## src/hw/cond_sysctl_pkg.sv

```systemverilog
`default_nettype none
package cond_sysctl_pkg;
  // ----------------
  // Operation classes
  // ----------------
  typedef enum logic [4:0] {
    OP_NONE, OP_BRANCH, OP_SETCOND, OP_DECBRANCH, OP_COND_TRAP, OP_OVF_TRAP,
    OP_BOUND_TEST, OP_DUAL_BOUND, OP_BRK_POINT, OP_DEBUG_ENTRY, OP_STOP,
    OP_LP_HALT, OP_FLAG_AND, OP_FLAG_XOR, OP_FLAG_OR, OP_FLAG_MOVE_IN,
    OP_FLAG_MOVE_OUT, OP_PSW_AND, OP_PSW_XOR, OP_PSW_OR, OP_PSW_MOVE_IN,
    OP_PSW_MOVE_OUT, OP_ALT_MOVE, OP_EXC_RETURN, OP_PRIV_OTHER
  } sysop_t;
  typedef enum logic [2:0] {
    EXC_NONE, EXC_COND_TRAP, EXC_OVF_TRAP, EXC_BOUND, EXC_ILLEGAL,
    EXC_DEBUG, EXC_PRIVILEGE, EXC_FORMAT
  } exc_t;
  typedef enum logic [1:0] {SZ_BYTE, SZ_WORD, SZ_LONG} opsize_t;
  typedef struct packed {
    sysop_t kind;
    logic [3:0] cond;
    logic [15:0] imm;
    logic [31:0] value;
    logic [31:0] lower;
    logic [31:0] upper;
    opsize_t size;
    logic altWrite;
  } op_req_t;
  // ----------------
  // Condition field codes
  // ----------------
  localparam logic [3:0] COND_TRUE = 4'h0;
  localparam logic [3:0] COND_FALSE = 4'h1;
  localparam logic [3:0] COND_HIGH = 4'h2;
  localparam logic [3:0] COND_LOW_OR_SAME = 4'h3;
  localparam logic [3:0] COND_CARRY_CLR = 4'h4;
  localparam logic [3:0] COND_CARRY_SET = 4'h5;
  localparam logic [3:0] COND_NOT_EQUAL = 4'h6;
  localparam logic [3:0] COND_EQUAL = 4'h7;
  localparam logic [3:0] COND_OVF_CLR = 4'h8;
  localparam logic [3:0] COND_OVF_SET = 4'h9;
  localparam logic [3:0] COND_PLUS = 4'hA;
  localparam logic [3:0] COND_MINUS = 4'hB;
  localparam logic [3:0] COND_GREATER_EQUAL = 4'hC;
  localparam logic [3:0] COND_LESS_THAN = 4'hD;
  localparam logic [3:0] COND_GREATER_THAN = 4'hE;
  localparam logic [3:0] COND_LESS_EQUAL = 4'hF;
  // ----------------
  // Processor state word layout
  // ----------------
  localparam int FLAG_C = 0;
  localparam int FLAG_V = 1;
  localparam int FLAG_Z = 2;
  localparam int FLAG_N = 3;
  localparam int PSW_SUPER = 13;
  localparam logic [15:0] PSW_RESET = 16'h2700;
  localparam logic [15:0] FLAG_BYTE_MASK = 16'h00FF;
  // ----------------
  // Exception return frame
  // ----------------
  localparam logic [31:0] RET_PC_HI_OFS = 32'h00000002;
  localparam logic [31:0] RET_PC_LO_OFS = 32'h00000004;
  localparam logic [31:0] RET_FMT_OFS = 32'h00000006;
  localparam logic [31:0] RET_SHORT_LEN = 32'h00000008;
  localparam logic [31:0] RET_LONG_LEN = 32'h0000000C;
  localparam logic [3:0] FMT_SHORT = 4'h0;
  localparam logic [3:0] FMT_LONG = 4'h2;
  // ----------------
  // Register port map
  // ----------------
  localparam logic [3:0] REG_CTRL = 4'h0;
  localparam logic [3:0] REG_SRC_SPACE = 4'h1;
  localparam logic [3:0] REG_DST_SPACE = 4'h2;
  localparam logic [3:0] REG_PSW = 4'h3;
  localparam logic [3:0] REG_STATUS = 4'h4;
  localparam int CTRL_DBG_EN = 0;
endpackage
`default_nettype wire

```

## src/hw/condition_test_sysctl_unit.sv

```systemverilog
// Contract
// - A condition test yields one for true, zero for false, from the flags.
// - Code 0000 is always true; code 0001 is always false.
// - Equal needs zero set; not equal needs zero clear.
// - Overflow clear and overflow set follow the overflow flag.
// - Greater-or-equal: negative equals overflow; less-than: they differ.
// - The always-false code is not a branch condition; plain branches flag it, decrement branches do not.
// - Privileged, trapping and flag-touching operations flush the pipeline.
// - Conditional trap uses the same tests and traps when true.
// - Overflow trap traps only when overflow is set.
// - Dual bound check traps when value is outside lower..upper bounds.
// - Breakpoint runs a cycle; acknowledge returns a word, else illegal trap.
// - Debug entry enters debug mode if enabled, else takes an exception.
// - Stop loads its immediate into the state word, then halts.
// - Flag byte AND, XOR, OR with an 8-bit immediate.
// - State word AND, XOR, OR with a 16-bit immediate.
// - Alternate move uses destination code on writes, source code on reads.
// - Return pops state word, then program counter, then frame by format.
//
// Local design decisions: the address-and-strobe port and the address map.
`timescale 1ns/1ps
`default_nettype none
module condition_test_sysctl_unit
  import cond_sysctl_pkg::*;
(
  input wire logic clk,
  input wire logic rst_n,
  input wire logic opValid,
  input wire op_req_t opReq,
  output logic opReady,
  input wire logic [31:0] stackPtr,
  output logic memReq,
  output logic [31:0] memAddr,
  input wire logic memAck,
  input wire logic [15:0] memData,
  output logic bkptCycle,
  input wire logic bkptAckPin,
  input wire logic bkptErrPin,
  input wire logic [15:0] bkptWordPin,
  output logic bkptExec,
  output logic [15:0] bkptWord,
  input wire logic wakeIn,
  output logic condDone,
  output logic condResult,
  output logic branchAltCode,
  output logic flushPulse,
  output logic excValid,
  output exc_t excKind,
  output logic debugEnter,
  output logic halted,
  output logic lowPower,
  output logic spaceValid,
  output logic [2:0] spaceCode,
  output logic [15:0] psw,
  output logic spLoad,
  output logic [31:0] spOut,
  output logic pcLoad,
  output logic [31:0] pcOut,
  input wire logic [3:0] regAddr,
  input wire logic [31:0] regWrData,
  input wire logic regWr,
  input wire logic regRd,
  output logic [31:0] regRdData
);
  // ----------------
  // State
  // ----------------
  typedef enum logic [2:0] {
    ST_IDLE, ST_HALT, ST_BRK_WAIT, ST_RET_SR, ST_RET_PC_HI, ST_RET_PC_LO, ST_RET_FMT
  } fsm_t;
  typedef struct packed {
    fsm_t fsm;
    exc_t excKind, lastExc;
    logic [15:0] psw, newPsw, bkptWord, wordS1, wordS2;
    logic [31:0] rdData, sp, pc, memAddr;
    logic [2:0] srcSpace, dstSpace, spaceCode;
    logic dbgEn, lowPower, condResult, branchAlt;
    logic condDone, flush, excValid, debugEnter, bkptExec, spaceValid, spLoad, pcLoad, memReq;
    logic ackS1, ackS2, errS1, errS2;
  } state_t;
  state_t s_r, s_nxt;
  // ----------------
  // Helpers
  // ----------------
  function automatic logic condTest(input logic [3:0] code, input logic [15:0] w);
    logic c, v, z, n;
    c = w[FLAG_C];
    v = w[FLAG_V];
    z = w[FLAG_Z];
    n = w[FLAG_N];
    case (code)
      COND_TRUE: condTest = 1'b1;
      COND_FALSE: condTest = 1'b0;
      COND_HIGH: condTest = ~c & ~z;
      COND_LOW_OR_SAME: condTest = c | z;
      COND_CARRY_CLR: condTest = ~c;
      COND_CARRY_SET: condTest = c;
      COND_NOT_EQUAL: condTest = ~z;
      COND_EQUAL: condTest = z;
      COND_OVF_CLR: condTest = ~v;
      COND_OVF_SET: condTest = v;
      COND_PLUS: condTest = ~n;
      COND_MINUS: condTest = n;
      COND_GREATER_EQUAL: condTest = ~(n ^ v);
      COND_LESS_THAN: condTest = n ^ v;
      COND_GREATER_THAN: condTest = ~z & ~(n ^ v);
      default: condTest = z | (n ^ v);
    endcase
  endfunction
  // Sign-extends an operand to 32 bits by its size
  function automatic logic signed [31:0] sizedVal(input logic [31:0] x, input opsize_t sz);
    case (sz)
      SZ_BYTE: sizedVal = {{24{x[7]}}, x[7:0]};
      SZ_WORD: sizedVal = {{16{x[15]}}, x[15:0]};
      default: sizedVal = x;
    endcase
  endfunction
  function automatic logic isPrivileged(input sysop_t k);
    case (k)
      OP_STOP, OP_LP_HALT, OP_PSW_AND, OP_PSW_XOR, OP_PSW_OR, OP_PSW_MOVE_IN,
      OP_ALT_MOVE, OP_EXC_RETURN, OP_PRIV_OTHER: isPrivileged = 1'b1;
      default: isPrivileged = 1'b0;
    endcase
  endfunction
  function automatic logic isFlushing(input sysop_t k);
    case (k)
      OP_BRANCH, OP_SETCOND, OP_DECBRANCH, OP_NONE: isFlushing = 1'b0;
      default: isFlushing = 1'b1;
    endcase
  endfunction
  // ----------------
  // Next state
  // ----------------
  logic take;
  logic signed [31:0] val, lo, hi;
  always_comb begin
    s_nxt = s_r;
    take = opValid && (s_r.fsm == ST_IDLE);
    val = sizedVal(opReq.value, opReq.size);
    lo = sizedVal(opReq.lower, opReq.size);
    hi = sizedVal(opReq.upper, opReq.size);
    // Pin synchronisers; the first stage feeds only the second
    s_nxt.ackS1 = bkptAckPin;
    s_nxt.ackS2 = s_r.ackS1;
    s_nxt.errS1 = bkptErrPin;
    s_nxt.errS2 = s_r.errS1;
    s_nxt.wordS1 = bkptWordPin;
    s_nxt.wordS2 = s_r.wordS1;
    s_nxt.condDone = 1'b0;
    s_nxt.flush = 1'b0;
    s_nxt.excValid = 1'b0;
    s_nxt.debugEnter = 1'b0;
    s_nxt.bkptExec = 1'b0;
    s_nxt.spaceValid = 1'b0;
    s_nxt.spLoad = 1'b0;
    s_nxt.pcLoad = 1'b0;
    s_nxt.memReq = 1'b0;
    s_nxt.rdData = 32'h00000000;
    if (regRd) begin
      if (regAddr == REG_CTRL) begin
        s_nxt.rdData[CTRL_DBG_EN] = s_r.dbgEn;
      end else if (regAddr == REG_SRC_SPACE) begin
        s_nxt.rdData[2:0] = s_r.srcSpace;
      end else if (regAddr == REG_DST_SPACE) begin
        s_nxt.rdData[2:0] = s_r.dstSpace;
      end else if (regAddr == REG_PSW) begin
        s_nxt.rdData[15:0] = s_r.psw;
      end else if (regAddr == REG_STATUS) begin
        s_nxt.rdData = {24'h000000, s_r.lowPower, s_r.lastExc, 1'b0, s_r.fsm};
      end
    end
    if (regWr) begin
      if (regAddr == REG_CTRL) begin
        s_nxt.dbgEn = regWrData[CTRL_DBG_EN];
      end else if (regAddr == REG_SRC_SPACE) begin
        s_nxt.srcSpace = regWrData[2:0];
      end else if (regAddr == REG_DST_SPACE) begin
        s_nxt.dstSpace = regWrData[2:0];
      end
    end
    case (s_r.fsm)
      ST_IDLE: begin
        if (take) begin
          s_nxt.flush = isFlushing(opReq.kind);
          if (isPrivileged(opReq.kind) && !s_r.psw[PSW_SUPER]) begin
            s_nxt.excValid = 1'b1;
            s_nxt.excKind = EXC_PRIVILEGE;
          end else begin
            case (opReq.kind)
              OP_BRANCH, OP_SETCOND, OP_DECBRANCH: begin
                s_nxt.condDone = 1'b1;
                s_nxt.condResult = condTest(opReq.cond, s_r.psw);
                // Branch with the false code is another instruction, never a test
                s_nxt.branchAlt = (opReq.kind == OP_BRANCH) && (opReq.cond == COND_FALSE);
                if (s_nxt.branchAlt) begin
                  s_nxt.condResult = 1'b0;
                end
              end
              OP_COND_TRAP: begin
                s_nxt.condDone = 1'b1;
                s_nxt.condResult = condTest(opReq.cond, s_r.psw);
                s_nxt.branchAlt = 1'b0;
                s_nxt.excValid = s_nxt.condResult;
                s_nxt.excKind = EXC_COND_TRAP;
              end
              OP_OVF_TRAP: begin
                s_nxt.excValid = s_r.psw[FLAG_V];
                s_nxt.excKind = EXC_OVF_TRAP;
              end
              OP_BOUND_TEST: begin
                s_nxt.excValid = (val < 0) || (val > hi);
                s_nxt.excKind = EXC_BOUND;
              end
              OP_DUAL_BOUND: begin
                s_nxt.excValid = (val < lo) || (val > hi);
                s_nxt.excKind = EXC_BOUND;
              end
              OP_BRK_POINT: begin
                s_nxt.fsm = ST_BRK_WAIT;
              end
              OP_DEBUG_ENTRY: begin
                s_nxt.debugEnter = s_r.dbgEn;
                s_nxt.excValid = ~s_r.dbgEn;
                s_nxt.excKind = EXC_DEBUG;
              end
              OP_STOP, OP_LP_HALT: begin
                s_nxt.psw = opReq.imm;
                s_nxt.lowPower = (opReq.kind == OP_LP_HALT);
                s_nxt.fsm = ST_HALT;
              end
              OP_FLAG_AND: s_nxt.psw = s_r.psw & (opReq.imm | ~FLAG_BYTE_MASK);
              OP_FLAG_XOR: s_nxt.psw = s_r.psw ^ (opReq.imm & FLAG_BYTE_MASK);
              OP_FLAG_OR: s_nxt.psw = s_r.psw | (opReq.imm & FLAG_BYTE_MASK);
              OP_FLAG_MOVE_IN: begin
                s_nxt.psw = (s_r.psw & ~FLAG_BYTE_MASK) | (opReq.imm & FLAG_BYTE_MASK);
              end
              OP_PSW_AND: s_nxt.psw = s_r.psw & opReq.imm;
              OP_PSW_XOR: s_nxt.psw = s_r.psw ^ opReq.imm;
              OP_PSW_OR: s_nxt.psw = s_r.psw | opReq.imm;
              OP_PSW_MOVE_IN: s_nxt.psw = opReq.imm;
              OP_ALT_MOVE: begin
                s_nxt.spaceValid = 1'b1;
                s_nxt.spaceCode = opReq.altWrite ? s_r.dstSpace : s_r.srcSpace;
              end
              OP_EXC_RETURN: begin
                s_nxt.sp = stackPtr;
                s_nxt.memReq = 1'b1;
                s_nxt.memAddr = stackPtr;
                s_nxt.fsm = ST_RET_SR;
              end
              default: begin
              end
            endcase
          end
        end
      end
      ST_HALT: begin
        // Only an external wake leaves the halt; the register port stays live
        if (wakeIn) begin
          s_nxt.lowPower = 1'b0;
          s_nxt.fsm = ST_IDLE;
        end
      end
      ST_BRK_WAIT: begin
        // Acknowledge wins if both arrive together
        if (s_r.ackS2) begin
          s_nxt.bkptExec = 1'b1;
          s_nxt.bkptWord = s_r.wordS2;
          s_nxt.fsm = ST_IDLE;
        end else if (s_r.errS2) begin
          s_nxt.excValid = 1'b1;
          s_nxt.excKind = EXC_ILLEGAL;
          s_nxt.fsm = ST_IDLE;
        end
      end
      ST_RET_SR: begin
        if (memAck) begin
          s_nxt.newPsw = memData;
          s_nxt.memReq = 1'b1;
          s_nxt.memAddr = s_r.sp + RET_PC_HI_OFS;
          s_nxt.fsm = ST_RET_PC_HI;
        end
      end
      ST_RET_PC_HI: begin
        if (memAck) begin
          s_nxt.pc[31:16] = memData;
          s_nxt.memReq = 1'b1;
          s_nxt.memAddr = s_r.sp + RET_PC_LO_OFS;
          s_nxt.fsm = ST_RET_PC_LO;
        end
      end
      ST_RET_PC_LO: begin
        if (memAck) begin
          s_nxt.pc[15:0] = memData;
          s_nxt.memReq = 1'b1;
          s_nxt.memAddr = s_r.sp + RET_FMT_OFS;
          s_nxt.fsm = ST_RET_FMT;
        end
      end
      ST_RET_FMT: begin
        if (memAck) begin
          s_nxt.fsm = ST_IDLE;
          // Unknown formats leave the state word untouched and raise neither PC load nor SP load
          if (memData[15:12] == FMT_SHORT || memData[15:12] == FMT_LONG) begin
            s_nxt.psw = s_r.newPsw;
            s_nxt.pcLoad = 1'b1;
            s_nxt.spLoad = 1'b1;
            s_nxt.sp = s_r.sp + ((memData[15:12] == FMT_LONG) ? RET_LONG_LEN : RET_SHORT_LEN);
          end else begin
            s_nxt.excValid = 1'b1;
            s_nxt.excKind = EXC_FORMAT;
          end
        end
      end
      default: s_nxt.fsm = ST_IDLE;
    endcase
    if (s_nxt.excValid) begin
      s_nxt.lastExc = s_nxt.excKind;
    end
  end
  // ----------------
  // Registers
  // ----------------
  always_ff @(posedge clk) begin
    if (!rst_n) begin
      s_r <= '0;
      s_r.fsm <= ST_IDLE;
      s_r.psw <= PSW_RESET;
      s_r.excKind <= EXC_NONE;
      s_r.lastExc <= EXC_NONE;
    end else begin
      s_r <= s_nxt;
    end
  end
  // ----------------
  // Outputs
  // ----------------
  assign opReady = (s_r.fsm == ST_IDLE);
  assign memReq = s_r.memReq;
  assign memAddr = s_r.memAddr;
  assign bkptCycle = (s_r.fsm == ST_BRK_WAIT);
  assign bkptExec = s_r.bkptExec;
  assign bkptWord = s_r.bkptWord;
  assign condDone = s_r.condDone;
  assign condResult = s_r.condResult;
  assign branchAltCode = s_r.branchAlt;
  assign flushPulse = s_r.flush;
  assign excValid = s_r.excValid;
  assign excKind = s_r.excKind;
  assign debugEnter = s_r.debugEnter;
  assign halted = (s_r.fsm == ST_HALT);
  assign lowPower = s_r.lowPower;
  assign spaceValid = s_r.spaceValid;
  assign spaceCode = s_r.spaceCode;
  assign psw = s_r.psw;
  assign spLoad = s_r.spLoad;
  assign spOut = s_r.sp;
  assign pcLoad = s_r.pcLoad;
  assign pcOut = s_r.pc;
  assign regRdData = s_r.rdData;
endmodule // condition_test_sysctl_unit
`default_nettype wire

```

## config.mk

```make
export PLATFORM = sky130hd
export DESIGN_NAME = condition_test_sysctl_unit
export DESIGN_NICKNAME = d
export VERILOG_FILES = /design/src/hw/cond_sysctl_pkg.sv /design/src/hw/condition_test_sysctl_unit.sv
export SDC_FILE = /design/constraint.sdc
export NUM_CORES = 1
export LEC_CHECK = 0
export BUFFER_PORTS_ARGS = -buffer_cell sky130_fd_sc_hd__clkbuf_2
export CAP_MARGIN = 20
export CORE_UTILIZATION = 54
export DETAILED_ROUTE_END_ITERATION = 10
export GPL_TIMING_DRIVEN = 0
export PLACE_DENSITY_LB_ADDON = 0.15
export SKIP_LAST_GASP = 1
export SLEW_MARGIN = 20
export SYNTH_ARGS = -nofsm -noshare
export SYNTH_HDL_FRONTEND = slang
export SYNTH_SLANG_ARGS = --single-unit
```

## constraint.sdc

```tcl
create_clock -name clk -period 9.4 [get_ports clk]
set_input_delay 1.88 -clock clk [delete_from_list [all_inputs] [get_ports clk]]
set_output_delay 1.88 -clock clk [all_outputs]
set_load 0.01 [all_outputs]
```

Word-level counts from Yosys, hierarchy flattened
Memory sizes are Yosys's and may differ from the RTL's.
Index checks and enable logic that the tools add are counted.

storage, ports and cells
  memory bits (read-only) = 32
  bits in writable memories = 0
  bits in latches = 0
  memories = 1
  input port bits = 233
  register bits after elaboration = 243
  word-level logic and storage cells = 246

memories
  name             words  bits a word  rd ports  clocked after memory_dff  wr ports  RTL line                           text
  (no name shown)  32     1            1         0                         0         condition_test_sysctl_unit.sv:119  case (k)

cells by class
  order comparisons = 3
  bitwise logic cells = 26
  multiply operators = 0
  shifts and indexed selects = 0
  mux-type cells = 70
  reductions and logical operators = 46
  equal/unequal tests = 60
  $add $sub $neg = 4
  div/mod/pow operators = 0

operators by type and width
  kind                   number
  $mux 32                8
  $pmux 32 s2            4
  $pmux 16 s8            1
  $pmux 32 s4            1
  $mux 16                5
  $add 32x3->32 const B  2
  $eq 5x4->1 const B     8
  $mux 3                 13
  $add 32x2->32 const B  1
  $add 32x4->32          1
  $and 16x16->16         2
  $gt 32x32->1           1
  $lt 32x1->1 const B    1
  $lt 32x32->1           1
  $or 16x8->16           2
  $pmux 16 s2            1
  $eq 5x5->1 const B     6
  $eq 4x4->1 const B     7
  $pmux 3 s7             1
  $eq 4x2->1 const B     5
  $eq 4x3->1 const B     5
  $eq 5x3->1 const B     4
  $mux 1                 20
  $mux 6                 3
  51 further kinds       106

Longest topological paths before layout
  word-level depth = 9
  gate-level depth with buffers = 16
  depth with buffers taken out = 13

Worst setup path after synthesis
No wires, ideal clock.

  path type = input port to flip-flop
  start = in opReq[74] in the netlist's numbering
  end = reg s_r[236] in the netlist's numbering
  path slack = 4.243 ns
  buffers on the path = 2
  arrival time = 5.034 ns
  cell stages on the path = 15
  data required time = 9.277 ns
  path through = buf_2 nor2b_1 a211oi_1 clkbuf_1 nor2_1 ha_1 nand4_1 nor4_1 nand2_1 nor4_1 a21boi_1 a211oi_2 a211oi_2 nor2_1 o2bb2ai_1

between the ends
  word-level cells in the longest chain between the ends = 7
  elaborated cells on any way between the ends = 10
  those cells by class = 3 x order compare; 5 x mux; 2 x reduce/logical

RTL lines
  what                                        RTL line                                                              text
  start, declared                             condition_test_sysctl_unit.sv:29                                      input wire op_req_t opReq,
  $pmux 32 s2 (*)                             condition_test_sysctl_unit.sv:112                                     case (sz)
  $lt 32x32->1, or another cell as far along  condition_test_sysctl_unit.sv:215                                     s_nxt.excValid = (val < lo) || (val > hi);
  $logic_or 1x1->1 (on tied branches)         condition_test_sysctl_unit.sv:215, condition_test_sysctl_unit.sv:211
  $pmux 1 s5 (*)                              condition_test_sysctl_unit.sv:189                                     case (opReq.kind)
  $mux 1 (*)                                  condition_test_sysctl_unit.sv:185                                     if (isPrivileged(opReq.kind) && !s_r.psw[PSW_SUPER]) begin
  $mux 7 (*)                                  condition_test_sysctl_unit.sv:183                                     if (take) begin
  $pmux 1 s3 (*)                              condition_test_sysctl_unit.sv:181                                     case (s_r.fsm)
  end signal, assigned                        condition_test_sysctl_unit.sv:332                                     s_r <= s_nxt;
  end, declared                               condition_test_sysctl_unit.sv:81                                      state_t s_r, s_nxt;

Every way passes the cells marked *; elsewhere a longest branch is shown, timed or not. The select of a mux whose other input is x is not followed.
A chain may end at the register's enable or synchronous reset.

Final worst setup path
  start = in opReq[74] in the netlist's numbering
  end = reg s_r (netlist bit excValid)

Same word-level chain as after synthesis.

==> impl_metrics.toml <==
[timing]
hold_violations = 0
rsz0062_at_grt = "no"
fin_crit_sh_pct = 58.5
slew-limit-headroom_pct = 31.8
min_period_ps = 5500
setup_ws_ps = 3900
fin_worst_skew_ps = 10.3
worstMarginPinSlew_ps = 1010
finalSetupViolations = 0
fmax_mhz = 182
slew_viol_final = 0
timing.setup.tns_ps = 0

[critical_path]
crit_arrival_ps = 5880
reg2reg_depth = 11
worst-path-buf-inv = 3
cpLargestDelayFamily = "simple AND/OR/NAND/NOR gates"
cpMostUsedCell = "nor2_1"
cp_slowest_cell = "a211oi_1"
path_cells = "clkbuf_2 > buf_2 > nor2b_1 > a211oi_1 > clkbuf_1 > nor2_1 > ha_1 > nand4_1 > nor4_1 > nand2_1 > nor4_1 > a21boi_1 > a211oi_2 > a211oi_2 > nor2_1 > nor2_1"
required_ps = 9780
cp_max_fo = 10
slowest_delay_ps = 750
end_kind = "flip-flop"
critPathKind = "input pin to flip-flop"
crit_cells = 16
critPathLaunchType = "input pin"

[routing]
met3_wirelength_mm = 5.14
ant_nets = 0
drt_iter0_markers = 1679
wl_per_cell_um = 19.6
drc_errors = 0
viasPerCell = 5.84
firstDrtPassIters = 6
vias = 16000
highest_layer = "met5"
wl_met2_mm = 24.6
wirelength_mm = 53.7
wl_met1_mm = 21.7

[finish]
fin_area_um2 = 18100
postLayoutCoreUtil_pct = 67.0
final_layout_size_suffix_gt1_share_pct = 26.6
nNetsFinal = 2712
area_growth_syn_to_layout_pct = 21.6

[pwr]
internal_power_mw = 1.96
p_switching_mw = 0.887
p_comb_share_pct = 24.6
ir_drop_v = 0.000130
powerDensity_nw_per_um2 = 157
p_total_mw = 2.84
pwr-share-seq_pct = 37.7
p_leak_nw = 8.08
p_clk_share_pct = 37.7
switching_share_pct = 31.2

[yosys]
ys.flop_type = "dfxtp_1"
yosys.area.top_type = "dfxtp_1"
ys_warn_count = 0
ys_seq_area_share_pct = 30.4
synth_area_leaders = "dfxtp_1 30%, buf_4 8.5%, ha_1 8.0%"
synth_most_common_cell = "nand2_1"
synth.distinct_cells = 82
synth_edf_count = 0
synth_area_per_cell_um2 = 7.52
synth_top_area_share_pct = 30.4
synth_common_cells = "262 x nand2_1, 226 x dfxtp_1, 204 x a21oi_1"
synth-seq-cells = 226
postSynth.asyncResetShare_pct = 0
syn_area_um2 = 14900
synthCells = 1977

[min_path]
min_path_cells = 1
hp-class = "flip-flop to flip-flop"

[die]
row_count = 60
die-area_um2 = 28200
coreArea_um2 = 27000
initial_core_util_pct = 55.1
ios = 414
die_x_um = 168
fp.dieH_um = 168

[grt]
groute.usage.overall_pct = 36.8
grt_pass1_vias = 14900
grt_max_degree = 14
overflow = 0
antenna_found_initial = 3
grt_pass1_wl_mm = 81.7

[cts]
path_clk_slew_ps = 60
post_cts_buffers = 0
clockRootBuffer = "clkbuf_16"
cts_repair_resize_count = 0
cts.sinks = 226
tritoncts = "done"
clock_path_buffers = 3
clk_latency_ps = 550
hold_buffers = 0
cts_max_level = 1
numCtsBuffers = 25

[placement]
place_ws_ps = 3420
dpl-instance-area_um2 = 17200
port_buffers = 364
hpwl_mm = 41.3
gp_congestion = 0.994

[status]
status = "finished, final reports clean"

[flow_run]
cap_violations = 0
==> routing by layer <==
metal / track usage, % / vias up
met1: 47.2 / 7422
li1: - / 7539
met4: 15.4 / 2
met5: 0 / -
met3: 6.28 / 146
met2: 61.0 / 892
==> layout by cell type (no fill, tap or decap), types with 13 or more instances in the layout <==
cell       count
nor3_1        46
ha_1          95
o21ai_0      100
inv_1         80
xnor2_1       15
and2_1        54
a21oi_1      204
nand2_1      262
clkbuf_16     25
conb_1        16
nand4_1       22
nand2b_1      13
nor2b_1       16
a221oi_1      30
a22oi_1       37
clkbuf_1      88
nand3_1       25
buf_2         26
a211oi_1      49
nor2_1       198
xor2_1        14
buf_4        169
o211ai_1      14
clkbuf_2     365
dfxtp_1      226
o22ai_1       18
==> final cells by class <==
class,count,area [µm²]
sequential,226,4520
timing repair buffer,364,1820
buffer,289,1790
multi-input combinational,1396,8310
clock buffer,35,733
clock inverter,8,155
inverter,81,304
fill,2410,8880
tap,341,427
antenna,2,5.00
==> flip-flops by register name (all words and copies together), names as in the netlist, 3 cells and up <==
register and cells:
regRdData 16, memAddr 32, s_nxt 18, spOut 32, s_r 47, excKind 3
spaceCode 3, bkptWord 16, psw 16, pcOut 32
==> kinds of logic (layout without fill, tap and decap cells) <==
logic type	Yosys count	after routing	share of synthesized area, %
AOI/OAI and AO/OA	538	538	22.6
buffers and inverters	370	777	14.1
other	1	18	0.0252
muxes	18	18	1.29
and+or+nand+nor	697	697	21.5
adders and majority gates	98	98	8.27
xor gates and xnor gates	29	29	1.71
DFF	226	226	30.4
==> per-stage QoR <==
stage,instances,hold WS (ps)
final,2742,429
after detailed placement,2697,419
after floorplan,1992,412
after global routing,2742,444
after global placement,2697,413
after CTS,2740,432
==> power by group through the flow <==
stage	Combinational [mW]	Clock, mW	Sequential (mW)
6_report	0.700	1.07	1.07
5_1_grt	0.758	1.11	1.08
4_1_cts	0.686	1.07	1.07
3_5_place_dp	0.682	0	1.09
3_3_place_gp	0.668	0	1.09
2_1_floorplan	0.454	0	1.07
==> path summary, 6_finish.rpt <==
path	from	end	slack (ps)
setup / recovery	opReq[74]	excValid	3900
hold / removal	s_nxt[158]	s_r[158]	430
setup reg to reg	s_r[240]	memAddr[14]	5710
hold reg to reg	s_nxt[158]	s_r[158]	430
Power figures use the tool's default switching activity.
